==> config.mk <==
export PLATFORM = sky130hd
export DESIGN_NAME = watchdog_with_mode_register
export DESIGN_NICKNAME = d
export VERILOG_FILES = /design/src/rtl/watchdog_pkg.sv /design/src/rtl/reset_stretch.sv /design/src/rtl/watchdog_with_mode_register.sv
export VERILOG_INCLUDE_DIRS = /design/src /design/src/rtl
export SDC_FILE = /design/constraint.sdc
export NUM_CORES = 1
export LEC_CHECK = 0
export ABC_AREA = 0
export BUFFER_PORTS_ARGS = -buffer_cell sky130_fd_sc_hd__buf_2
export CELL_PAD_IN_SITES_DETAIL_PLACEMENT = 1
export CELL_PAD_IN_SITES_GLOBAL_PLACEMENT = 1
export CORE_AREA = 5 5 81 113
export CTS_CLUSTER_SIZE = 24
export DETAILED_ROUTE_END_ITERATION = 8
export DIE_AREA = 0 0 86 118
export GPL_ROUTABILITY_DRIVEN = 0
export PLACE_DENSITY = 0.9
export SETUP_SLACK_MARGIN = 0.2
export SYNTH_ARGS = -nofsm -noshare
export SYNTH_HDL_FRONTEND = slang
export SYNTH_SLANG_ARGS = --single-unit
==> constraint.sdc <==
create_clock -name clock_i -period 4.3 [get_ports clock_i]
set_clock_uncertainty 0.15 [all_clocks]
set_input_delay 0.215 -clock clock_i [delete_from_list [all_inputs] [get_ports clock_i]]
set_output_delay 0.215 -clock clock_i [all_outputs]
set_load 0.01 [all_outputs]
==> src/rtl/watchdog_params.svh <==
// offsets, field positions, reset values and timing counts of the watchdog block
`ifndef WATCHDOG_PARAMS_SVH
`define WATCHDOG_PARAMS_SVH

`define WDT_MODE_BANK 4'hf
`define WDT_MODE_ADDR 4'hf
`define WDT_MODE_RESET 8'h0c
`define WDT_TAP_LSB 0
`define WDT_TAP_MSB 1
`define WDT_HALT_BIT 2
`define WDT_STOP_BIT 3
`define WDT_XTAL_BIT 4
`define WDT_SCLK_TO0 20'h00100
`define WDT_SCLK_TO1 20'h00200
`define WDT_SCLK_TO2 20'h00400
`define WDT_SCLK_TO3 20'h01000
`define WDT_CLK_MHZ 10
`define WDT_RC_US0 6250
`define WDT_RC_US1 12500
`define WDT_RC_US2 25000
`define WDT_RC_US3 100000
`define WDT_WINDOW_CYCLES 6'h3c
`define WDT_RESET_HOLD 5'h12
`define WDT_POR_PIN_CYCLES 128
`define WDT_RESET_VECTOR 16'h000c

`endif

==> src/rtl/watchdog_pkg.sv <==
// types shared by the watchdog block
package watchdog_pkg;

  typedef enum logic [0:0] {
    WDT_IDLE = 1'b0,
    WDT_RUN = 1'b1
  } wdt_state_e;

  typedef enum logic [1:0] {
    WIN_WAIT_INSTR = 2'b00,
    WIN_OPEN = 2'b01,
    WIN_CLOSED = 2'b10
  } window_state_e;

  typedef logic [19:0] wdt_count_t;

endpackage

==> src/rtl/reset_stretch.sv <==
// reset stretcher: holds the internal reset a fixed count or while a hold input stands
`timescale 1ns/10ps
`include "watchdog_params.svh"

module reset_stretch (
  input wire logic clock_i,
  input wire logic reset_n_i,
  input wire logic start_i,
  input wire logic hold_i,
  output logic active_o
);

  logic [4:0] count_reg;
  logic [4:0] count_next;
  logic active_reg;
  logic active_next;

  always_comb begin
    count_next = count_reg;
    if (start_i) begin
      count_next = `WDT_RESET_HOLD;
    end else if (count_reg != 5'h00) begin
      count_next = count_reg - 5'h01;
    end
    active_next = start_i | hold_i | (count_next != 5'h00);
  end

  // power-on reset also gets the full hold, hence the nonzero reset value
  always_ff @(posedge clock_i or negedge reset_n_i) begin
    if (!reset_n_i) begin
      count_reg <= `WDT_RESET_HOLD;
      active_reg <= 1'b1;
    end else begin
      count_reg <= count_next;
      active_reg <= active_next;
    end
  end

  assign active_o = active_reg;

endmodule

==> src/rtl/watchdog_with_mode_register.sv <==
// watchdog timer with mode register writable only in a 60-cycle window, and global reset generation
`timescale 1ns/10ps
`include "watchdog_params.svh"

module watchdog_with_mode_register #(
  parameter bit PERMANENT_WDT = 1'b0,
  parameter int RC_CYCLES0 = `WDT_RC_US0 * `WDT_CLK_MHZ,
  parameter int RC_CYCLES1 = `WDT_RC_US1 * `WDT_CLK_MHZ,
  parameter int RC_CYCLES2 = `WDT_RC_US2 * `WDT_CLK_MHZ,
  parameter int RC_CYCLES3 = `WDT_RC_US3 * `WDT_CLK_MHZ
) (
  input wire logic clock_i,
  input wire logic reset_n_i,
  input wire logic reg_write_i,
  input wire logic reg_read_i,
  input wire logic [3:0] reg_bank_i,
  input wire logic [3:0] reg_addr_i,
  input wire logic [7:0] reg_wdata_i,
  input wire logic instr_exec_i,
  input wire logic wdt_instr_i,
  input wire logic halt_i,
  input wire logic stop_i,
  input wire logic stop_recovery_i,
  input wire logic ext_clock_present_i,
  input wire logic low_voltage_i,
  input wire logic reset_pin_in_i,
  output logic [7:0] reg_rdata_o,
  output logic flag_update_o,
  output logic chip_reset_n_o,
  output logic config_keep_o,
  output logic [15:0] reset_vector_o,
  output logic reset_pin_out_o,
  output logic reset_pin_oe_o,
  output logic wdt_running_o
);

  // ****************************************
  // decode and timeout selection
  // ****************************************

  function automatic logic is_mode_reg(input logic [3:0] bank, input logic [3:0] addr);
    is_mode_reg = (bank == `WDT_MODE_BANK) && (addr == `WDT_MODE_ADDR);
  endfunction

  function automatic watchdog_pkg::wdt_count_t timeout_limit(input logic [7:0] mode);
    logic [1:0] tap;
    tap = mode[`WDT_TAP_MSB:`WDT_TAP_LSB];
    timeout_limit = `WDT_SCLK_TO0;
    if (mode[`WDT_XTAL_BIT]) begin
      case (tap)
        2'b00: timeout_limit = `WDT_SCLK_TO0;
        2'b01: timeout_limit = `WDT_SCLK_TO1;
        2'b10: timeout_limit = `WDT_SCLK_TO2;
        default: timeout_limit = `WDT_SCLK_TO3;
      endcase
    end else begin
      // rc timing is approximated on the system clock; the minimums are kept
      case (tap)
        2'b00: timeout_limit = 20'(RC_CYCLES0);
        2'b01: timeout_limit = 20'(RC_CYCLES1);
        2'b10: timeout_limit = 20'(RC_CYCLES2);
        default: timeout_limit = 20'(RC_CYCLES3);
      endcase
    end
  endfunction

  // ****************************************
  // state
  // ****************************************

  logic [7:0] mode_reg;
  logic [7:0] mode_next;
  watchdog_pkg::wdt_state_e wdt_state_reg;
  watchdog_pkg::wdt_state_e wdt_state_next;
  watchdog_pkg::wdt_count_t count_reg;
  watchdog_pkg::wdt_count_t count_next;
  watchdog_pkg::window_state_e win_state_reg;
  watchdog_pkg::window_state_e win_state_next;
  logic [5:0] win_count_reg;
  logic [5:0] win_count_next;
  logic timeout_reg;
  logic timeout_next;
  logic keep_reg;
  logic keep_next;
  logic [7:0] pin_count_reg;
  logic [7:0] pin_count_next;
  logic reset_prev_reg;
  logic flag_reg;
  logic [7:0] rdata_reg;
  logic pin_oe_reg;
  logic pin_oe_next;

  logic reset_active;
  logic ext_hold;
  logic advance;
  logic clock_ok;
  logic enabled;

  // an external reset is only seen while this block is not pulling the pin itself
  assign ext_hold = low_voltage_i | (!reset_pin_in_i & !pin_oe_reg);

  reset_stretch u_stretch (
    .clock_i(clock_i),
    .reset_n_i(reset_n_i),
    .start_i(timeout_reg),
    .hold_i(ext_hold),
    .active_o(reset_active)
  );

  // ****************************************
  // watchdog counter
  // ****************************************

  always_comb begin
    enabled = 1'b1;
    if (!PERMANENT_WDT) begin
      if (halt_i && !mode_reg[`WDT_HALT_BIT]) begin
        enabled = 1'b0;
      end
      if (stop_i && !mode_reg[`WDT_STOP_BIT]) begin
        enabled = 1'b0;
      end
    end
    clock_ok = 1'b1;
    if (stop_i && mode_reg[`WDT_XTAL_BIT]) begin
      // crystal halts in stop; only an externally driven clock keeps ticking
      clock_ok = (mode_reg[`WDT_STOP_BIT] | PERMANENT_WDT) & ext_clock_present_i;
    end
    advance = enabled & clock_ok;

    wdt_state_next = wdt_state_reg;
    count_next = count_reg;
    timeout_next = 1'b0;
    keep_next = keep_reg;
    if (reset_active) begin
      wdt_state_next = PERMANENT_WDT ? watchdog_pkg::WDT_RUN : watchdog_pkg::WDT_IDLE;
      count_next = '0;
    end else begin
      keep_next = 1'b0;
      case (wdt_state_reg)
        watchdog_pkg::WDT_IDLE: begin
          if (wdt_instr_i) begin
            wdt_state_next = watchdog_pkg::WDT_RUN;
            count_next = '0;
          end
        end
        watchdog_pkg::WDT_RUN: begin
          if (wdt_instr_i) begin
            count_next = '0;
          end else if (advance) begin
            if (count_reg + 20'h00001 >= timeout_limit(mode_reg)) begin
              timeout_next = 1'b1;
              keep_next = stop_i;
              count_next = '0;
            end else begin
              count_next = count_reg + 20'h00001;
            end
          end
        end
        default: begin
          wdt_state_next = watchdog_pkg::WDT_IDLE;
        end
      endcase
    end
    if (timeout_reg) begin
      keep_next = keep_reg;
    end
  end

  always_ff @(posedge clock_i or negedge reset_n_i) begin
    if (!reset_n_i) begin
      wdt_state_reg <= watchdog_pkg::WDT_IDLE;
      count_reg <= '0;
      timeout_reg <= 1'b0;
      keep_reg <= 1'b0;
    end else begin
      wdt_state_reg <= wdt_state_next;
      count_reg <= count_next;
      timeout_reg <= timeout_next;
      keep_reg <= keep_next;
    end
  end

  // ****************************************
  // mode register and write window
  // ****************************************

  always_comb begin
    mode_next = mode_reg;
    win_state_next = win_state_reg;
    win_count_next = win_count_reg;
    if (reset_active) begin
      win_state_next = watchdog_pkg::WIN_WAIT_INSTR;
      win_count_next = 6'h00;
      if (!keep_reg) begin
        mode_next = `WDT_MODE_RESET;
      end
    end else if (stop_recovery_i) begin
      win_state_next = watchdog_pkg::WIN_WAIT_INSTR;
      win_count_next = 6'h00;
    end else begin
      case (win_state_reg)
        watchdog_pkg::WIN_WAIT_INSTR: begin
          if (instr_exec_i) begin
            win_state_next = watchdog_pkg::WIN_OPEN;
          end
        end
        watchdog_pkg::WIN_OPEN: begin
          if (reg_write_i && is_mode_reg(reg_bank_i, reg_addr_i)) begin
            mode_next = {3'b000, reg_wdata_i[4:0]};
          end
          if (win_count_reg == `WDT_WINDOW_CYCLES - 6'h01) begin
            win_state_next = watchdog_pkg::WIN_CLOSED;
          end else begin
            win_count_next = win_count_reg + 6'h01;
          end
        end
        watchdog_pkg::WIN_CLOSED: begin
          win_state_next = watchdog_pkg::WIN_CLOSED;
        end
        default: begin
          win_state_next = watchdog_pkg::WIN_CLOSED;
        end
      endcase
    end
  end

  always_ff @(posedge clock_i or negedge reset_n_i) begin
    if (!reset_n_i) begin
      mode_reg <= `WDT_MODE_RESET;
      win_state_reg <= watchdog_pkg::WIN_WAIT_INSTR;
      win_count_reg <= 6'h00;
    end else begin
      mode_reg <= mode_next;
      win_state_reg <= win_state_next;
      win_count_reg <= win_count_next;
    end
  end

  // ****************************************
  // reset pin drive and core outputs
  // ****************************************

  always_comb begin
    pin_count_next = pin_count_reg;
    pin_oe_next = pin_oe_reg;
    if (timeout_reg) begin
      pin_count_next = 8'(`WDT_POR_PIN_CYCLES - 1);
      pin_oe_next = 1'b1;
    end else if (pin_count_reg != 8'h00) begin
      pin_count_next = pin_count_reg - 8'h01;
    end else begin
      pin_oe_next = 1'b0;
    end
  end

  always_ff @(posedge clock_i or negedge reset_n_i) begin
    if (!reset_n_i) begin
      pin_count_reg <= 8'(`WDT_POR_PIN_CYCLES - 1);
      pin_oe_reg <= 1'b1;
      reset_prev_reg <= 1'b1;
      flag_reg <= 1'b0;
      rdata_reg <= 8'h00;
    end else begin
      pin_count_reg <= pin_count_next;
      pin_oe_reg <= pin_oe_next;
      reset_prev_reg <= reset_active;
      flag_reg <= wdt_instr_i & !reset_active;
      // write-only register: a read returns no content
      rdata_reg <= reg_read_i ? 8'h00 : rdata_reg;
    end
  end

  assign reg_rdata_o = rdata_reg;
  assign flag_update_o = flag_reg;
  assign chip_reset_n_o = !reset_prev_reg;
  assign config_keep_o = keep_reg;
  assign reset_vector_o = `WDT_RESET_VECTOR;
  assign reset_pin_out_o = 1'b0;
  assign reset_pin_oe_o = pin_oe_reg;
  assign wdt_running_o = (wdt_state_reg == watchdog_pkg::WDT_RUN);

endmodule

# ---- Word-level counts from Yosys, hierarchy flattened
# Index checks and enable logic that the tools add are counted.
dict set report op_classes {
  n_addsub 4
  order_cmp 1
  eq_ne 14
  mux 48
  bitwise_logic 10
  n_reduce_logical 25
}
# op count
set op_table {}
lappend op_table {{2-to-1 mux 20 bit} 10}
lappend op_table {{case mux 20 bit (3 select lines)} 1}
lappend op_table {{case mux 20 bit (2 select lines)} 1}
lappend op_table {{case mux 13 bit (3 select lines)} 1}
lappend op_table {{2-to-1 mux 5 bit} 7}
lappend op_table {{2-to-1 mux 6 bit} 4}
lappend op_table {{adder 20 x 1 -> 20 bit (second input constant)} 1}
lappend op_table {{>= comparator 20 bit} 1}
lappend op_table {{2-to-1 mux 1 bit} 17}
lappend op_table {{2-to-1 mux 8 bit} 2}
lappend op_table {{nonzero test 5 bit} 2}
lappend op_table {{equality test 4 bit (second input constant)} 2}
lappend op_table {{2-to-1 mux 2 bit} 4}
lappend op_table {{inequality test 4 x 3 -> 1 bit (second input constant)} 2}
lappend op_table {{AND reduction 2 bit} 4}
lappend op_table {{nonzero test 8 bit} 1}
lappend op_table {{subtractor 8 x 1 -> 8 bit (second input constant)} 1}
lappend op_table {{adder 6 x 1 -> 6 bit (second input constant)} 1}
lappend op_table {{equality test 6 bit (second input constant)} 1}
lappend op_table {{logical NOT 1 bit} 6}
lappend op_table {{inequality test 3 x 2 -> 1 bit (second input constant)} 2}
lappend op_table {{nonzero test 2 bit} 3}
lappend op_table {{logical AND 1 bit} 5}
lappend op_table {{subtractor 5 x 1 -> 5 bit (second input constant)} 1}
lappend op_table {{12 further kinds} 22}
dict set report totals {
  reg_bits 53
  in_bits 28
  output_inout_bits 30
  word_cells 115
}

# ---- Logic depth before layout (Yosys ltp)
dict set report logic_depth {
  depth_word 15
  mapped_depth 14
  depth_no_buf 12
}

# ---- Hierarchy
# Synthesis repeated with hierarchy kept, for this count alone.
dict set report unflattened {
  cells_unflattened 398
  area_unflattened_um2 3587.2
}
# mod instances cells_per_inst area_per_inst_um2 seq_area_each_um2
set by_module_without_submodules {}
lappend by_module_without_submodules {watchdog_with_mode_register 1 372 3269.4 1189.9}
lappend by_module_without_submodules {reset_stretch 1 26 317.8 153.9}

# ---- Worst setup path after synthesis
# No wires, ideal clock.
dict set report synth_path {
  path_type {register to register}
  startpoint {register count_reg[2]}
  endpoint {register count_reg[12]}
  setup_time_ps 147
  arrival_time_ps 3212
  slack_ps 791
  stages_incl_launch_ff 15
  n_path_buf 2
  cell_sequence {dfrtp_1 buf_4 nand3_1 or2_2 or4b_4 or2_4 xnor2_1 ha_1 nand4_1 nor4_1 o21ai_0 and4_1 buf_1 nand3_1 o311ai_0}
}
dict set report synth_via {
  elab_chain_len 7
}
# element line_no
set synth_rtl {}
lappend synth_rtl {{start, declared} watchdog_with_mode_register.sv:75} ;# watchdog_pkg::wdt_count_t count_reg;
lappend synth_rtl {{start signal, assigned} watchdog_with_mode_register.sv:178} ;# count_reg <= count_next;
lappend synth_rtl {{adder 20 x 1 -> 20 bit *} {watchdog_with_mode_register.sv:151, watchdog_with_mode_register.sv:156}}
lappend synth_rtl {{>= comparator 20 bit} watchdog_with_mode_register.sv:151} ;# if (count_reg + 20'h00001 >= timeout_limit(mode_reg)) begin
lappend synth_rtl {{2-to-1 mux 20 bit *} watchdog_with_mode_register.sv:151}
lappend synth_rtl {{2-to-1 mux 20 bit *} watchdog_with_mode_register.sv:150} ;# end else if (advance) begin
lappend synth_rtl {{2-to-1 mux 20 bit *} watchdog_with_mode_register.sv:148} ;# if (wdt_instr_i) begin
lappend synth_rtl {{case mux 20 bit (2 select lines) *} watchdog_with_mode_register.sv:140} ;# case (wdt_state_reg)
lappend synth_rtl {{2-to-1 mux 20 bit *} watchdog_with_mode_register.sv:135} ;# if (reset_active) begin
# Every way passes the cells marked *; elsewhere a longest branch is shown, timed or not. The select of a mux whose other input is x is not followed.
# A chain may end at the register's enable or synchronous reset.

# ---- Final worst setup path
dict set report layout_path {
  startpoint {register count_reg[2]}
  endpoint {register count_reg[5]}
}
# The elaborated chain is that of the path after synthesis.

==> qor.csv <==
stage;metric;value;unit
setup_path;largest fanout on the critical path;21;
finish;ANT cells;0;
drt;met2 WL;4872;um
clock_network;H-tree depth;2;
global_routing;vias in the first global route;3120;
drt;vias;2765;
finish;flip-flop count of the largest register after layout;20;
power_and_ir_drop;Power Total;0.001395;W
floorplanning;Initial Util;41.91;%
power_and_ir_drop;Power Internal;0.0009528;W
power_and_ir_drop;Flop pwr share;47.4;%
setup_path;CP max-delay cell;or4b_4;
finish;fill count;971;
setup_path;Worst Setup End Kind;flip-flop;
setup_path;worst reg2reg path depth;12;
logic_synthesis;Commonest cells post-synth;40 x nand2_1, 39 x dfrtp_1, 30 x nor2_1;
power_and_ir_drop;sw frac;31.69;%
power_and_ir_drop;Clk pwr share;30.8;%
clock_network;TritonCTS clock tree;done;
drt;DR DRC count;0;
clock_network;Root Buffer;clkbuf_16;
finish;area of the multi-input gates;1819;sq um
sta;final hold vios;0;
setup_path;most frequent CP cell;o21ai_0;
finish;nets@finish;457;
logic_synthesis;Cell variety after synth;54;
outcome;outcome;finished clean;
drt;vias per cell;5.432;
global_routing;All-Layer GR Usage;18.01;%
floorplanning;Ports;58;
global_routing;total grt overflow;0;
placed_design;IO buf count;28;
power_and_ir_drop;Psw;0.0004420;W
drt;Routed wire per std cell;17.02;um
logic_synthesis;ys flop type;dfrtp_1;
setup_path;WS Path Type;flip-flop to flip-flop;
power_and_ir_drop;power per cell area;373.3;nW/um^2
finish;Layout Utilization;46.40;%
clock_network;clock sink count;53;
sta;Tmin final;3.856;ns
sta;RSZ-0062 raised after global routing;false;
sta;setup TNS;0;ns
global_routing;antenna violations before repair;0;
floorplanning;Row Count;39;
finish;register area;1344;sq um
logic_synthesis;count leader, synth;nand2_1;
power_and_ir_drop;Leak;1.719;nW
sta;Worst slew margin;33.31;%
drt;M1 wire length;3106;um
logic_synthesis;top-area cell type share of the netlist area;28.92;%
drt;DR pass1 iterations;4;
sta;period utilization;89.67;%
logic_synthesis;Synth area leaders;dfrtp_1 29%, dfstp_2 11%, ha_1 8.5%;
setup_path;Largest stage delay, worst path;0.56;ns
sta;Setup Viol. Count Final;0;
sta;Hold Slack;0.001954;ns
drt;Initial DRC Count;81;
floorplanning;Die Span Y;118;um
sta;Max Freq;0.2594;GHz
run;max_cap viols;0;
setup_path;startpoint types;flip-flop;
global_routing;global-route wire length before repair;14730;um
drt;DRT Wirelength;8661;um
finish;P&R area growth vs syn;10.72;%
logic_synthesis;#FFs+latches synth;53;
worst_hold_path;WHS Path Cells;3;
logic_synthesis;leading area contributor after synthesis;dfrtp_1;
placed_design;Cell Area, Placed;3515;sq um
placed_design;post-DP HPWL;6218;um
global_routing;largest net degree at the start of global routing;54;
worst_hold_path;hold crit path type;input pin to flip-flop;
drt;DRT antenna net count;0;
setup_path;CP arrival;3.89;ns
logic_synthesis;synth warn;0;
clock_network;Clock Latency Late Sink;0.30;ns
clock_network;CTS buffer count;5;
finish;share of layout cells above drive strength 1;17.44;%
power_and_ir_drop;Comb pwr share;21.8;%
sta;Tightest Pin Transition;0.9751;ns
power_and_ir_drop;Max VDD drop;265.4;uV
floorplanning;Die Span X;86;um
logic_synthesis;sequential fraction of the synthesis area;39.82;%
drt;met3 WL;225;um
logic_synthesis;Mapped Area;3374;sq um
sta;Slew Limit Fails;0;
floorplanning;Core Region;8051;sq um
logic_synthesis;ys async rst share;100.0;%
logic_synthesis;Synth Area per Inst;9.047;sq um
logic_synthesis;EDFF count, synth;0;
clock_network;clock tree buffer depth;2;
finish;Design Area, Final;3736;sq um
logic_synthesis;Mapped Cells;373;
setup_path;crit-path cells;nand3_1, or2_2, or4b_4, or2_4, xnor2_1, ha_1, nand4_1, nor4_1, o21ai_0, and4_4, a21oi_1, o21ai_0;
clock_network;CTS clk-pin slew, worst paths;0.07;ns
drt;highest routed layer;met4;
floorplanning;die area;10150;sq um
setup_path;Worst EP required;4.33;ns
[worst paths after layout]
| path | from | end | slack (ns) |
|---|---|---|---|
| worst max-delay path | count_reg[2]$_DFFE_PN0P_ | count_reg[5]$_DFFE_PN0P_ | 0.44 |
| worst min-delay path | reg_wdata_i[2] | mode_reg[2]$_DFFE_PN1P_ | 0.002 |
| worst max register to register | count_reg[2]$_DFFE_PN0P_ | count_reg[5]$_DFFE_PN0P_ | 0.44 |
| worst min register to register | u_stretch.active_o$_DFF_PN1_ | reset_prev_reg$_DFF_PN1_ | 0.30 |
| max in group asynchronous | reset_n_i | count_reg[13]$_DFFE_PN0P_ | 3.11 |
| min in group asynchronous | reset_n_i | win_count_reg[0]$_DFFE_PN0P_ | 0.43 |
[logic make-up after synthesis]
| logic type | synth area share [%] |
|---|---|
| DFF | 39.82 |
| and+or+nand+nor | 23.99 |
| muxes | 0.5933 |
| adders and majority gates | 8.528 |
| xor gates and xnor gates | 7.787 |
| AOI/OAI and AO/OA | 10.01 |
| other | 0.2226 |
| buffers and inverters | 9.047 |
[placed cells by master, fill, tap and decap left out, types with 7 or more instances in the layout]
| cell type | Yosys | final |
|---|---|---|
| dfstp_2 | 14 | 14 |
| a22o_1 | 8 | 8 |
| conb_1 | 2 | 25 |
| nor3_1 | 9 | 8 |
| xor2_1 | 9 | 9 |
| buf_2 | 1 | 28 |
| nor2_1 | 30 | 30 |
| inv_1 | 17 | 17 |
| ha_1 | 23 | 23 |
| nand3_1 | 25 | 25 |
| nand4_1 | 9 | 9 |
| nand2_1 | 40 | 40 |
| nand2b_1 | 7 | 7 |
| a21oi_1 | 13 | 13 |
| xnor2_1 | 21 | 21 |
| o21ai_0 | 17 | 17 |
| dfrtp_1 | 39 | 39 |
[final cells by class]
type                            instances  area share [%]
Clock buffer                            5           3.349
Tap cell                              102           3.416
Sequential cell                        53           35.97
Timing Repair Buffer                   37           5.894
Clock inverter                          3          0.7703
Inverter                               19           1.909
Multi-Input combinational cell        290           48.69
[through the flow]
stage,cells,worst slack [ns]
floorplan,396,0.7911
global placement,494,0.3934
detailed placement,494,0.2653
global route,509,0.2101
CTS,507,0.3427
finish,509,0.4442
[worst max-delay path: cells and delay by family, from the launching register on]
family	cells	cell delay, ns
fa+ha+maj	1	0.31
simple gates	7	2.15
compound gates	3	0.50
xor+xnor	1	0.14
flops	1	0.47
[metal layers]
layer	vias to the layer above	GRT usage, %
li1	1300	-
met4	0	10.99
met1	1371	18.11
met3	32	2.241
met2	62	33.83
met5	-	0
[power groups by stage]
stage          Sequential [W]  Clock [W]  Combinational (W)
2_1_floorplan        0.000655          0           0.000233
3_3_place_gp         0.000663          0           0.000276
3_5_place_dp         0.000671          0           0.000300
4_1_cts              0.000662   0.000441           0.000309
5_1_grt              0.000676   0.000462           0.000344
6_report             0.000661   0.000429           0.000304
[what timing repair did]
action / 4_1_cts / 5_1_grt
hold buffers: 5 / 0
buffers inserted: 0 / 2
endpoints found under the hold margin: 43 / 0
gates resized for setup: 1 / 1
setup endpoints to repair: 5 / 19
No activity file was read; power rests on OpenSTA's default activity.
